===== src/sdf_pkg.sv =====
package sdf_pkg;

  // geometry
  localparam int CH_N  = 4;
  localparam int OSR_W = 8;
  localparam int ACC_W = 16;
  localparam int AW    = 8;
  localparam int DW    = 32;

  // register offsets
  localparam logic [7:0] CTRL_OFS  = 8'h00;
  localparam logic [7:0] DATA_OVERSAMPLING_RATIO_OFS  = 8'h04;
  localparam logic [7:0] COMPARATOR_OVERSAMPLING_RATIO_OFS  = 8'h08;
  localparam logic [7:0] LOW_OFS   = 8'h0c;
  localparam logic [7:0] HIGH_OFS  = 8'h10;
  localparam logic [7:0] FLAG_OFS  = 8'h14;
  localparam logic [7:0] MASK_OFS  = 8'h18;
  localparam logic [7:0] DATA_BASE = 8'h20;

  // control field positions
  localparam int CTRL_W      = 4;
  localparam int DATA_EN_BIT = 0;
  localparam int CMP_IE_BIT  = 1;
  localparam int DTYPE_BIT   = 2;
  localparam int CTYPE_BIT   = 3;

  // reset values
  localparam logic [3:0]  CTRL_RST = 4'h0;
  localparam logic [7:0]  DATA_OVERSAMPLING_RATIO_RST = 8'h20;
  localparam logic [7:0]  COMPARATOR_OVERSAMPLING_RATIO_RST = 8'h10;
  localparam logic [15:0] LOW_RST  = 16'h0010;
  localparam logic [15:0] HIGH_RST = 16'h00f0;

  // filter shapes
  typedef enum logic {
    SINC1 = 1'b0,
    SINC2 = 1'b1
  } filt_t;

endpackage : sdf_pkg


===== src/sdf_channel.sv =====
module sdf_channel (
  // clock and reset
  input  logic                        clk,
  input  logic                        rst,
  // synchronised bitstream
  input  logic                        sample,
  input  logic                        bit_in,
  // data filter settings
  input  logic                        data_en,
  input  logic                        data_type,
  input  logic [sdf_pkg::OSR_W-1:0]   data_osr,
  input  logic                        data_restart,
  // comparator settings
  input  logic                        cmp_type,
  input  logic [sdf_pkg::OSR_W-1:0]   cmp_osr,
  input  logic                        cmp_restart,
  input  logic [sdf_pkg::ACC_W-1:0]   low_thr,
  input  logic [sdf_pkg::ACC_W-1:0]   high_thr,
  // results
  output logic                        ready,
  output logic [sdf_pkg::ACC_W-1:0]   data_value,
  output logic                        over,
  output logic                        under
);

  localparam int OW = sdf_pkg::OSR_W;
  localparam int AW = sdf_pkg::ACC_W;

  // selects the first or second integrator by filter shape
  function automatic logic [AW-1:0] pick(input logic t,
                                         input logic [AW-1:0] a1,
                                         input logic [AW-1:0] a2);
    pick = (t == sdf_pkg::SINC2) ? a2 : a1;
  endfunction : pick

  logic [OW-1:0] d_cnt_reg, d_cnt_next, c_cnt_reg, c_cnt_next;
  logic [AW-1:0] d1_reg, d1_next, d2_reg, d2_next;
  logic [AW-1:0] c1_reg, c1_next, c2_reg, c2_next;
  logic [AW-1:0] value_reg, value_next, inc, cval;
  logic          ready_reg, ready_next, over_reg, over_next;
  logic          under_reg, under_next, d_end, c_end;

  // integrate, dump at window end or on a settings change
  always_comb begin
    d_cnt_next = d_cnt_reg;
    d1_next    = d1_reg;
    d2_next    = d2_reg;
    c_cnt_next = c_cnt_reg;
    c1_next    = c1_reg;
    c2_next    = c2_reg;
    value_next = value_reg;
    ready_next = 1'b0;
    over_next  = 1'b0;
    under_next = 1'b0;
    inc   = {{(AW-1){1'b0}}, bit_in};
    d_end = data_restart || (sample && d_cnt_reg == data_osr - OW'(1));
    c_end = cmp_restart || (sample && c_cnt_reg == cmp_osr - OW'(1));
    if (!data_en) begin
      d_cnt_next = '0; // disabled filter restarts clean
      d1_next    = '0;
      d2_next    = '0;
    end else begin
      if (sample) begin
        d1_next    = d1_reg + inc;
        d2_next    = d2_reg + d1_reg + inc;
        d_cnt_next = d_cnt_reg + OW'(1);
      end
      if (d_end) begin
        ready_next = 1'b1; // partial window dumps on a change
        value_next = pick(data_type, d1_next, d2_next);
        d_cnt_next = '0;
        d1_next    = '0;
        d2_next    = '0;
      end
    end
    if (sample) begin
      c1_next    = c1_reg + inc;
      c2_next    = c2_reg + c1_reg + inc;
      c_cnt_next = c_cnt_reg + OW'(1);
    end
    cval = pick(cmp_type, c1_next, c2_next);
    if (c_end) begin
      over_next  = cval > high_thr; // change forces a compare
      under_next = cval < low_thr;
      c_cnt_next = '0;
      c1_next    = '0;
      c2_next    = '0;
    end
  end

  // register filter state
  always_ff @(posedge clk or posedge rst) begin
    if (rst) begin
      d_cnt_reg <= '0;
      d1_reg    <= '0;
      d2_reg    <= '0;
      c_cnt_reg <= '0;
      c1_reg    <= '0;
      c2_reg    <= '0;
      value_reg <= '0;
      ready_reg <= 1'b0;
      over_reg  <= 1'b0;
      under_reg <= 1'b0;
    end else begin
      d_cnt_reg <= d_cnt_next;
      d1_reg    <= d1_next;
      d2_reg    <= d2_next;
      c_cnt_reg <= c_cnt_next;
      c1_reg    <= c1_next;
      c2_reg    <= c2_next;
      value_reg <= value_next;
      ready_reg <= ready_next;
      over_reg  <= over_next;
      under_reg <= under_next;
    end
  end

  assign ready      = ready_reg;
  assign data_value = value_reg;
  assign over       = over_reg;
  assign under      = under_reg;
endmodule : sdf_channel


===== src/sigma_delta_filter_module.sv =====
// Operation
// - comparator setting change raises comparator event
// - comparator events reach irq, task, crossbars
// - data setting change raises data-ready event
// - data-ready reaches irq, task and dma
// - over and under latched per channel
module sigma_delta_filter_module #(
  parameter int CH_N = sdf_pkg::CH_N
) (
  // clock and reset
  input  logic                       clk,
  input  logic                       rst,
  // modulator pins
  input  logic                       modulator_clock_input,
  input  logic [CH_N-1:0]            bitstream,
  // register port
  input  logic [sdf_pkg::AW-1:0]     addr,
  input  logic [sdf_pkg::DW-1:0]     wdata,
  input  logic                       wr,
  input  logic                       rd,
  output logic [sdf_pkg::DW-1:0]     rdata,
  // event consumers
  output logic                       irq,
  output logic                       math_coprocessor_task,
  output logic                       dma_trigger,
  output logic [CH_N-1:0]            crossbar_trip
);

  localparam int OW = sdf_pkg::OSR_W;
  localparam int AC = sdf_pkg::ACC_W;
  localparam int FW = 3 * CH_N;

  logic                    mclk_s1_reg, mclk_s2_reg, mclk_s3_reg, sample;
  logic [CH_N-1:0]         bit_s1_reg, bit_s2_reg;
  logic [CH_N-1:0]         ch_ready, ch_over, ch_under, cmp_ev, rdy_ev;
  logic [CH_N-1:0][AC-1:0] ch_value;
  logic [3:0]              ctrl_reg, ctrl_next;
  logic [OW-1:0]           data_oversampling_ratio_reg, data_oversampling_ratio_next, comparator_oversampling_ratio_reg, comparator_oversampling_ratio_next;
  logic [AC-1:0]           low_reg, low_next, high_reg, high_next;
  logic [FW-1:0]           flag_reg, flag_next, mask_reg, mask_next;
  logic [FW-1:0]           ev, w1c;
  logic [sdf_pkg::DW-1:0]  rdata_reg, rdata_next;
  logic                    cmp_rst_reg, cmp_rst_next, dat_rst_reg;
  logic                    dat_rst_next, irq_reg, irq_next;
  logic                    task_reg, task_next, dma_reg, dma_next;
  logic [CH_N-1:0]         trip_reg, trip_next;
  logic                    data_en, cmp_ie;

  // two-stage synchronisers, third stage only for edge finding
  always_ff @(posedge clk or posedge rst) begin
    if (rst) begin
      mclk_s1_reg <= 1'b0;
      mclk_s2_reg <= 1'b0;
      mclk_s3_reg <= 1'b0;
      bit_s1_reg  <= '0;
      bit_s2_reg  <= '0;
    end else begin
      mclk_s1_reg <= modulator_clock_input;
      mclk_s2_reg <= mclk_s1_reg;
      mclk_s3_reg <= mclk_s2_reg;
      bit_s1_reg  <= bitstream;
      bit_s2_reg  <= bit_s1_reg;
    end
  end

  assign sample  = mclk_s2_reg && !mclk_s3_reg;
  assign data_en = ctrl_reg[sdf_pkg::DATA_EN_BIT];
  assign cmp_ie  = ctrl_reg[sdf_pkg::CMP_IE_BIT];

  // one filter per channel, settings shared
  for (genvar i = 0; i < CH_N; i++) begin : g_ch
    sdf_channel u_ch (
      .clk          (clk),
      .rst          (rst),
      .sample       (sample),
      .bit_in       (bit_s2_reg[i]),
      .data_en      (data_en),
      .data_type    (ctrl_reg[sdf_pkg::DTYPE_BIT]),
      .data_osr     (data_oversampling_ratio_reg),
      .data_restart (dat_rst_reg),
      .cmp_type     (ctrl_reg[sdf_pkg::CTYPE_BIT]),
      .cmp_osr      (comparator_oversampling_ratio_reg),
      .cmp_restart  (cmp_rst_reg),
      .low_thr      (low_reg),
      .high_thr     (high_reg),
      .ready        (ch_ready[i]),
      .data_value   (ch_value[i]),
      .over         (ch_over[i]),
      .under        (ch_under[i])
    );
  end

  // register writes, change detection, event routing, reads
  always_comb begin
    ctrl_next    = ctrl_reg;
    data_oversampling_ratio_next    = data_oversampling_ratio_reg;
    comparator_oversampling_ratio_next    = comparator_oversampling_ratio_reg;
    low_next     = low_reg;
    high_next    = high_reg;
    mask_next    = mask_reg;
    cmp_rst_next = 1'b0;
    dat_rst_next = 1'b0;
    rdata_next   = '0;
    if (wr) begin
      case (addr)
        sdf_pkg::CTRL_OFS: begin
          ctrl_next = wdata[sdf_pkg::CTRL_W-1:0];
          if (wdata[sdf_pkg::CTYPE_BIT] != ctrl_reg[sdf_pkg::CTYPE_BIT]) begin
            cmp_rst_next = 1'b1;
          end
          if (data_en && wdata[sdf_pkg::DATA_EN_BIT] &&
              wdata[sdf_pkg::DTYPE_BIT] != ctrl_reg[sdf_pkg::DTYPE_BIT]) begin
            dat_rst_next = 1'b1;
          end
        end
        sdf_pkg::DATA_OVERSAMPLING_RATIO_OFS: begin
          data_oversampling_ratio_next    = wdata[OW-1:0];
          dat_rst_next = data_en && (wdata[OW-1:0] != data_oversampling_ratio_reg);
        end
        sdf_pkg::COMPARATOR_OVERSAMPLING_RATIO_OFS: begin
          comparator_oversampling_ratio_next    = wdata[OW-1:0];
          cmp_rst_next = wdata[OW-1:0] != comparator_oversampling_ratio_reg;
        end
        sdf_pkg::LOW_OFS: begin
          low_next     = wdata[AC-1:0];
          cmp_rst_next = wdata[AC-1:0] != low_reg;
        end
        sdf_pkg::HIGH_OFS: begin
          high_next    = wdata[AC-1:0];
          cmp_rst_next = wdata[AC-1:0] != high_reg;
        end
        sdf_pkg::MASK_OFS: begin
          mask_next = wdata[FW-1:0];
        end
        default: begin
        end
      endcase
    end
    cmp_ev = (ch_over | ch_under) & {CH_N{cmp_ie}};
    rdy_ev = ch_ready & {CH_N{data_en}};
    ev  = {rdy_ev, ch_under & {CH_N{cmp_ie}}, ch_over & {CH_N{cmp_ie}}};
    w1c = (wr && addr == sdf_pkg::FLAG_OFS) ? wdata[FW-1:0] : '0;
    flag_next = (flag_reg & ~w1c) | ev; // set wins over clear
    irq_next  = |(flag_next & mask_next);
    task_next = |(ev & mask_reg);
    dma_next  = |rdy_ev;
    trip_next = cmp_ev;
    if (rd) begin
      case (addr)
        sdf_pkg::CTRL_OFS: rdata_next[sdf_pkg::CTRL_W-1:0] = ctrl_reg;
        sdf_pkg::DATA_OVERSAMPLING_RATIO_OFS: rdata_next[OW-1:0] = data_oversampling_ratio_reg;
        sdf_pkg::COMPARATOR_OVERSAMPLING_RATIO_OFS: rdata_next[OW-1:0] = comparator_oversampling_ratio_reg;
        sdf_pkg::LOW_OFS:  rdata_next[AC-1:0] = low_reg;
        sdf_pkg::HIGH_OFS: rdata_next[AC-1:0] = high_reg;
        sdf_pkg::FLAG_OFS: rdata_next[FW-1:0] = flag_reg;
        sdf_pkg::MASK_OFS: rdata_next[FW-1:0] = mask_reg;
        default: begin
          for (int i = 0; i < CH_N; i++) begin
            if (addr == sdf_pkg::DATA_BASE + 8'(4 * i)) begin
              rdata_next[AC-1:0] = ch_value[i];
            end
          end
        end
      endcase
    end
  end

  // register file and event outputs
  always_ff @(posedge clk or posedge rst) begin
    if (rst) begin
      ctrl_reg    <= sdf_pkg::CTRL_RST;
      data_oversampling_ratio_reg    <= sdf_pkg::DATA_OVERSAMPLING_RATIO_RST;
      comparator_oversampling_ratio_reg    <= sdf_pkg::COMPARATOR_OVERSAMPLING_RATIO_RST;
      low_reg     <= sdf_pkg::LOW_RST;
      high_reg    <= sdf_pkg::HIGH_RST;
      mask_reg    <= '0;
      flag_reg    <= '0;
      rdata_reg   <= '0;
      cmp_rst_reg <= 1'b0;
      dat_rst_reg <= 1'b0;
      irq_reg     <= 1'b0;
      task_reg    <= 1'b0;
      dma_reg     <= 1'b0;
      trip_reg    <= '0;
    end else begin
      ctrl_reg    <= ctrl_next;
      data_oversampling_ratio_reg    <= data_oversampling_ratio_next;
      comparator_oversampling_ratio_reg    <= comparator_oversampling_ratio_next;
      low_reg     <= low_next;
      high_reg    <= high_next;
      mask_reg    <= mask_next;
      flag_reg    <= flag_next;
      rdata_reg   <= rdata_next;
      cmp_rst_reg <= cmp_rst_next;
      dat_rst_reg <= dat_rst_next;
      irq_reg     <= irq_next;
      task_reg    <= task_next;
      dma_reg     <= dma_next;
      trip_reg    <= trip_next;
    end
  end

  assign rdata                 = rdata_reg;
  assign irq                   = irq_reg;
  assign math_coprocessor_task = task_reg;
  assign dma_trigger           = dma_reg;
  assign crossbar_trip         = trip_reg;
endmodule : sigma_delta_filter_module


===== config.mk =====
export PLATFORM = sky130hd
export DESIGN_NAME = sigma_delta_filter_module
export DESIGN_NICKNAME = d
export VERILOG_FILES = /design/src/sdf_pkg.sv /design/src/sdf_channel.sv /design/src/sigma_delta_filter_module.sv
export SDC_FILE = /design/constraint.sdc
export NUM_CORES = 2
export LEC_CHECK = 0
export BUFFER_PORTS_ARGS = -buffer_cell sky130_fd_sc_hd__buf_4
export CAP_MARGIN = 0
export CORE_MARGIN = 4
export CORE_UTILIZATION = 40
export CTS_CLUSTER_SIZE = 16
export DETAILED_ROUTE_END_ITERATION = 8
export REMOVE_ABC_BUFFERS = 1
export SYNTH_ARGS = -nofsm -noshare
export SYNTH_HDL_FRONTEND = slang
export SYNTH_SLANG_ARGS = --single-unit

===== constraint.sdc =====
create_clock -name clk -period 35.8 [get_ports clk]
set_input_delay 3.58 -clock clk [delete_from_list [all_inputs] [get_ports clk]]
set_output_delay 3.58 -clock clk [all_outputs]
set_load 0.02 [all_outputs]

==> metrics.md <==
| Metric | Value |
|---|---|
| DR WL/cell | `19.84 µm` |
| Total CTS buffers | `57` |
| Post-DRT Antenna Nets | `0` |
| Die Area | `between 0.08 and 0.09 mm²` |
| Yosys cell types | `just over 80` |
| Worst path cell trace | `buf_4, nor3_2, nand3_1, o21ai_0, xnor2_1, nand4_1, nor4_1, a2111oi_0` |
| Fmax | `156.6 MHz` |
| CP Capture Type | `register` |
| R2R Path Start | `bit_s2_reg[0]` |
| Setup TNS | `0 ps` |
| IO Count | `88` |
| Commonest cells after routing, fill and taps aside | `500 x dfrtp_1, 456 x nor2_1, 262 x ha_1` |
| Area leader, netlist | `dfrtp_1` |
| Slowest-stage cell, CP | `a2111oi_0` |
| RSZ-0062 raised after global routing | `no` |
| Sequential fraction of the synthesis area | `38.58%` |
| Post-route minimum period | `roughly 6400 ps` |
| Post-CTS sizing | `0` |
| Initial Util | `about two fifths` |
| Final worst-path cycle share | `17.84%` |
| Initial antenna violation count | `5` |
| Post-DP HPWL | `65340 µm` |
| Die H | `295.1 µm` |
| Hold_sp | `bit_s1_reg[2]` |
| Status | `finished clean` |
| # hold bufs at CTS | `0` |
| Core area | `0.08185 mm²` |
| Overall power | `~1.6 mW` |
| Area Overhead vs Synth | `10.41%` |
| Data required, critical path | `about 36000 ps` |
| Clock root cell | `clkbuf_16` |
| Buf/Inv on CP | `1` |
| Mean Syn Cell Area | `9.588 µm²` |
| Share of the synthesized area in the top cell type | `between 30% and 40%` |
| FFs w/ async S/R, synth | `100.0%` |
| Hold path endpoint | `bit_s2_reg[2]` |
| Horiz. Die Dim | `295.1 µm` |
| Power Density | `45.06 mW/mm²` |
| Clock-pin slew on the worst setup and hold paths | `60 ps` |
| Crit path launch | `addr[5]` |
| Cell count of the worst hold path | `0` |
| Worst Setup Start Kind | `input pin` |
| Worst EP arrival | `6820 ps` |
| RR Endpoint | `g_ch[0].u_ch.over` |
| Post-placement cell area | `0.03434 mm²` |
| H-tree depth | `2` |
| Most common cell after layout, fill and taps aside | `dfrtp_1` |
| Total grt overflow | `0` |
| Final Cell Area | `0.03641 mm²` |
| WS Path Type | `input pin to register` |
| Vias in the first global route | `between 20000 and 25000` |
| Worst reg2reg path depth | `19` |
| Iter 0 DRT Violations | `1904` |
| Final Max Slew Viols | `0` |
| Vias post-DR | `25241` |
| Peak supply drop | `roughly 0.036 mV` |
| Slowest stage delay, CP | `~890 ps` |
| Post-Syn Instances | `3439` |
| Vias per cell | `~5.5` |
| Nets | `around 3800` |
| Slew margin rel. | `21.55%` |
| Leak pwr | `17.00 nW` |
| Final hold vios | `0` |
| Post-CTS Setup Inserts | `0` |
| Mapped cell area | `0.03297 mm²` |
| # fillers | `7873` |
| CTS tree | `done` |
| Ys flop type | `dfrtp_1` |
| Worst-margin pin slew | `1177 ps` |
| # port buffers | `55` |
| Syn. warnings | `0` |
| Maximum buffer depth of the clock tree | `3` |
| RePlAce Congestion | `0.9470` |
| Top delay family on crit path | `simple AND/OR/NAND/NOR gates` |
| Skew-Pair Late Insertion Delay | `650 ps` |
| Tightest Hold Check Type | `register to register` |
| DRC viols | `0` |
| R2r setup slk | `between 30000 and 40000 ps` |
| CP Max Fanout | `31` |
| First-pass GRT wire length | `142200 µm` |
| DRT Pass-1 Iters | `7` |
| Fraction of final layout cells sized beyond drive strength 1 | `9.310%` |
| Standard-cell rows | `105` |
| Worst Skew | `37.24 ps` |
| Final setup vio count | `0` |
| #FFs+latches synth | `508` |
| Max-cap violations | `0` |
| Clock Sinks | `about 510` |
| Largest cells by area after synthesis | `dfrtp_1 38%, ha_1 9.9%, xor2_1 5.4%, nor2_1 5.2%, mux2i_1 4.5%` |
| Number of synthesized flops with an enable pin | `0` |
| Final WL | `90590 µm` |
| GRT Total Usage | `20.58%` |
| Largest net degree at the start of global routing | `176` |
-- synthesized netlist by cell type (29+ instances only) --
cell type and count:
dfrtp_1 501, nor2_1 456, ha_1 262, nand2_1 221, a21oi_1 207, xor2_1 203, xnor2_1 154, mux2i_1 149
o21ai_0 123, inv_1 98, nand3_1 92, clkbuf_1 87, nand4_1 82, mux2_2 76, nor2b_1 54, a21o_1 52
nor3_1 52, a22oi_1 39, o21a_1 36, nand2b_1 34, mux2_4 32, a31oi_1 31, and3_1 31, buf_2 29
-- area by class of cell --
cell class,instances,area (µm²),share of cell area [%]
antenna,6,15.01,0.04124
inverter,98,376.6,1.034
timing repair buffer,82,653.1,1.794
tap,1070,1339,3.677
clock inverter,25,379.1,1.041
sequential,508,12720,34.95
clock buffer,81,1668,4.581
multi-input combinational,2697,19250,52.88
-- layer usage --
metal	wire [µm]	part of all wire (%)	track usage, %
met5	26	0.029	0
met4	2130	2.4	4.905
met3	4893	5.4	3.050
met2	39750	44	31.86
met1	43790	48	30.46
-- power breakdown --
group	internal (mW)	switching [mW]
clock network	0.383	0.255
logic	0.149	0.193
registers	0.614	0.0471
total	1.15	0.495
-- worst register-to-register path, cell delays in order, from the launching register on --
cell       delay (ps)
dfrtp_1           510
fa_1              480
inv_1              90
fa_1              180
nor2b_1            70
o21a_1            190
o21ai_1           260
a211oi_1          140
a2111oi_0         790
nor2_1            140
xor2_1            180
mux2i_1           190
mux2i_1           210
ha_1              400
nand4_1           110
nor2_1            120
nand3_1           100
nor2_1            120
nor4_1             50
a21oi_1           240
-- cell families after synthesis --
group	synth area share [%]
buf+inv	3.298
fa+ha+maj	10.91
compound gates	12.86
other cells	0.01137
mux	8.678
simple gates	16.12
xor+xnor	9.532
flops	38.58
-- worst max-delay path by stage --
stage / to / slack (ps) / cells after the start
final: cmp_rst_reg / 29410 / 8
after global routing: g_ch[3].u_ch.c1_reg[1] / 29100 / 5
after CTS: g_ch[1].u_ch.data_value[9] / 29470 / 5
after detailed placement: bit_s1_reg[1] / 28790 / 5
after global placement: g_ch[1].u_ch.data_value[2] / 28820 / 5
after floorplan: bit_s1_reg[0] / 18050 / 1
-- through the flow --
stage               hold slack, ps  std cells  utilization, %  worst slack [ps]
floorplan                    331.2       3303               -             18050
global placement             332.0       4455           41.96             28820
detailed placement           335.5       4455           41.96             28790
CTS                          350.2       4561           44.46             29470
global route                 356.9       4562           44.47             29100
finish                       346.7       4567           44.48             29410
(Power assumes the default switching activity.)
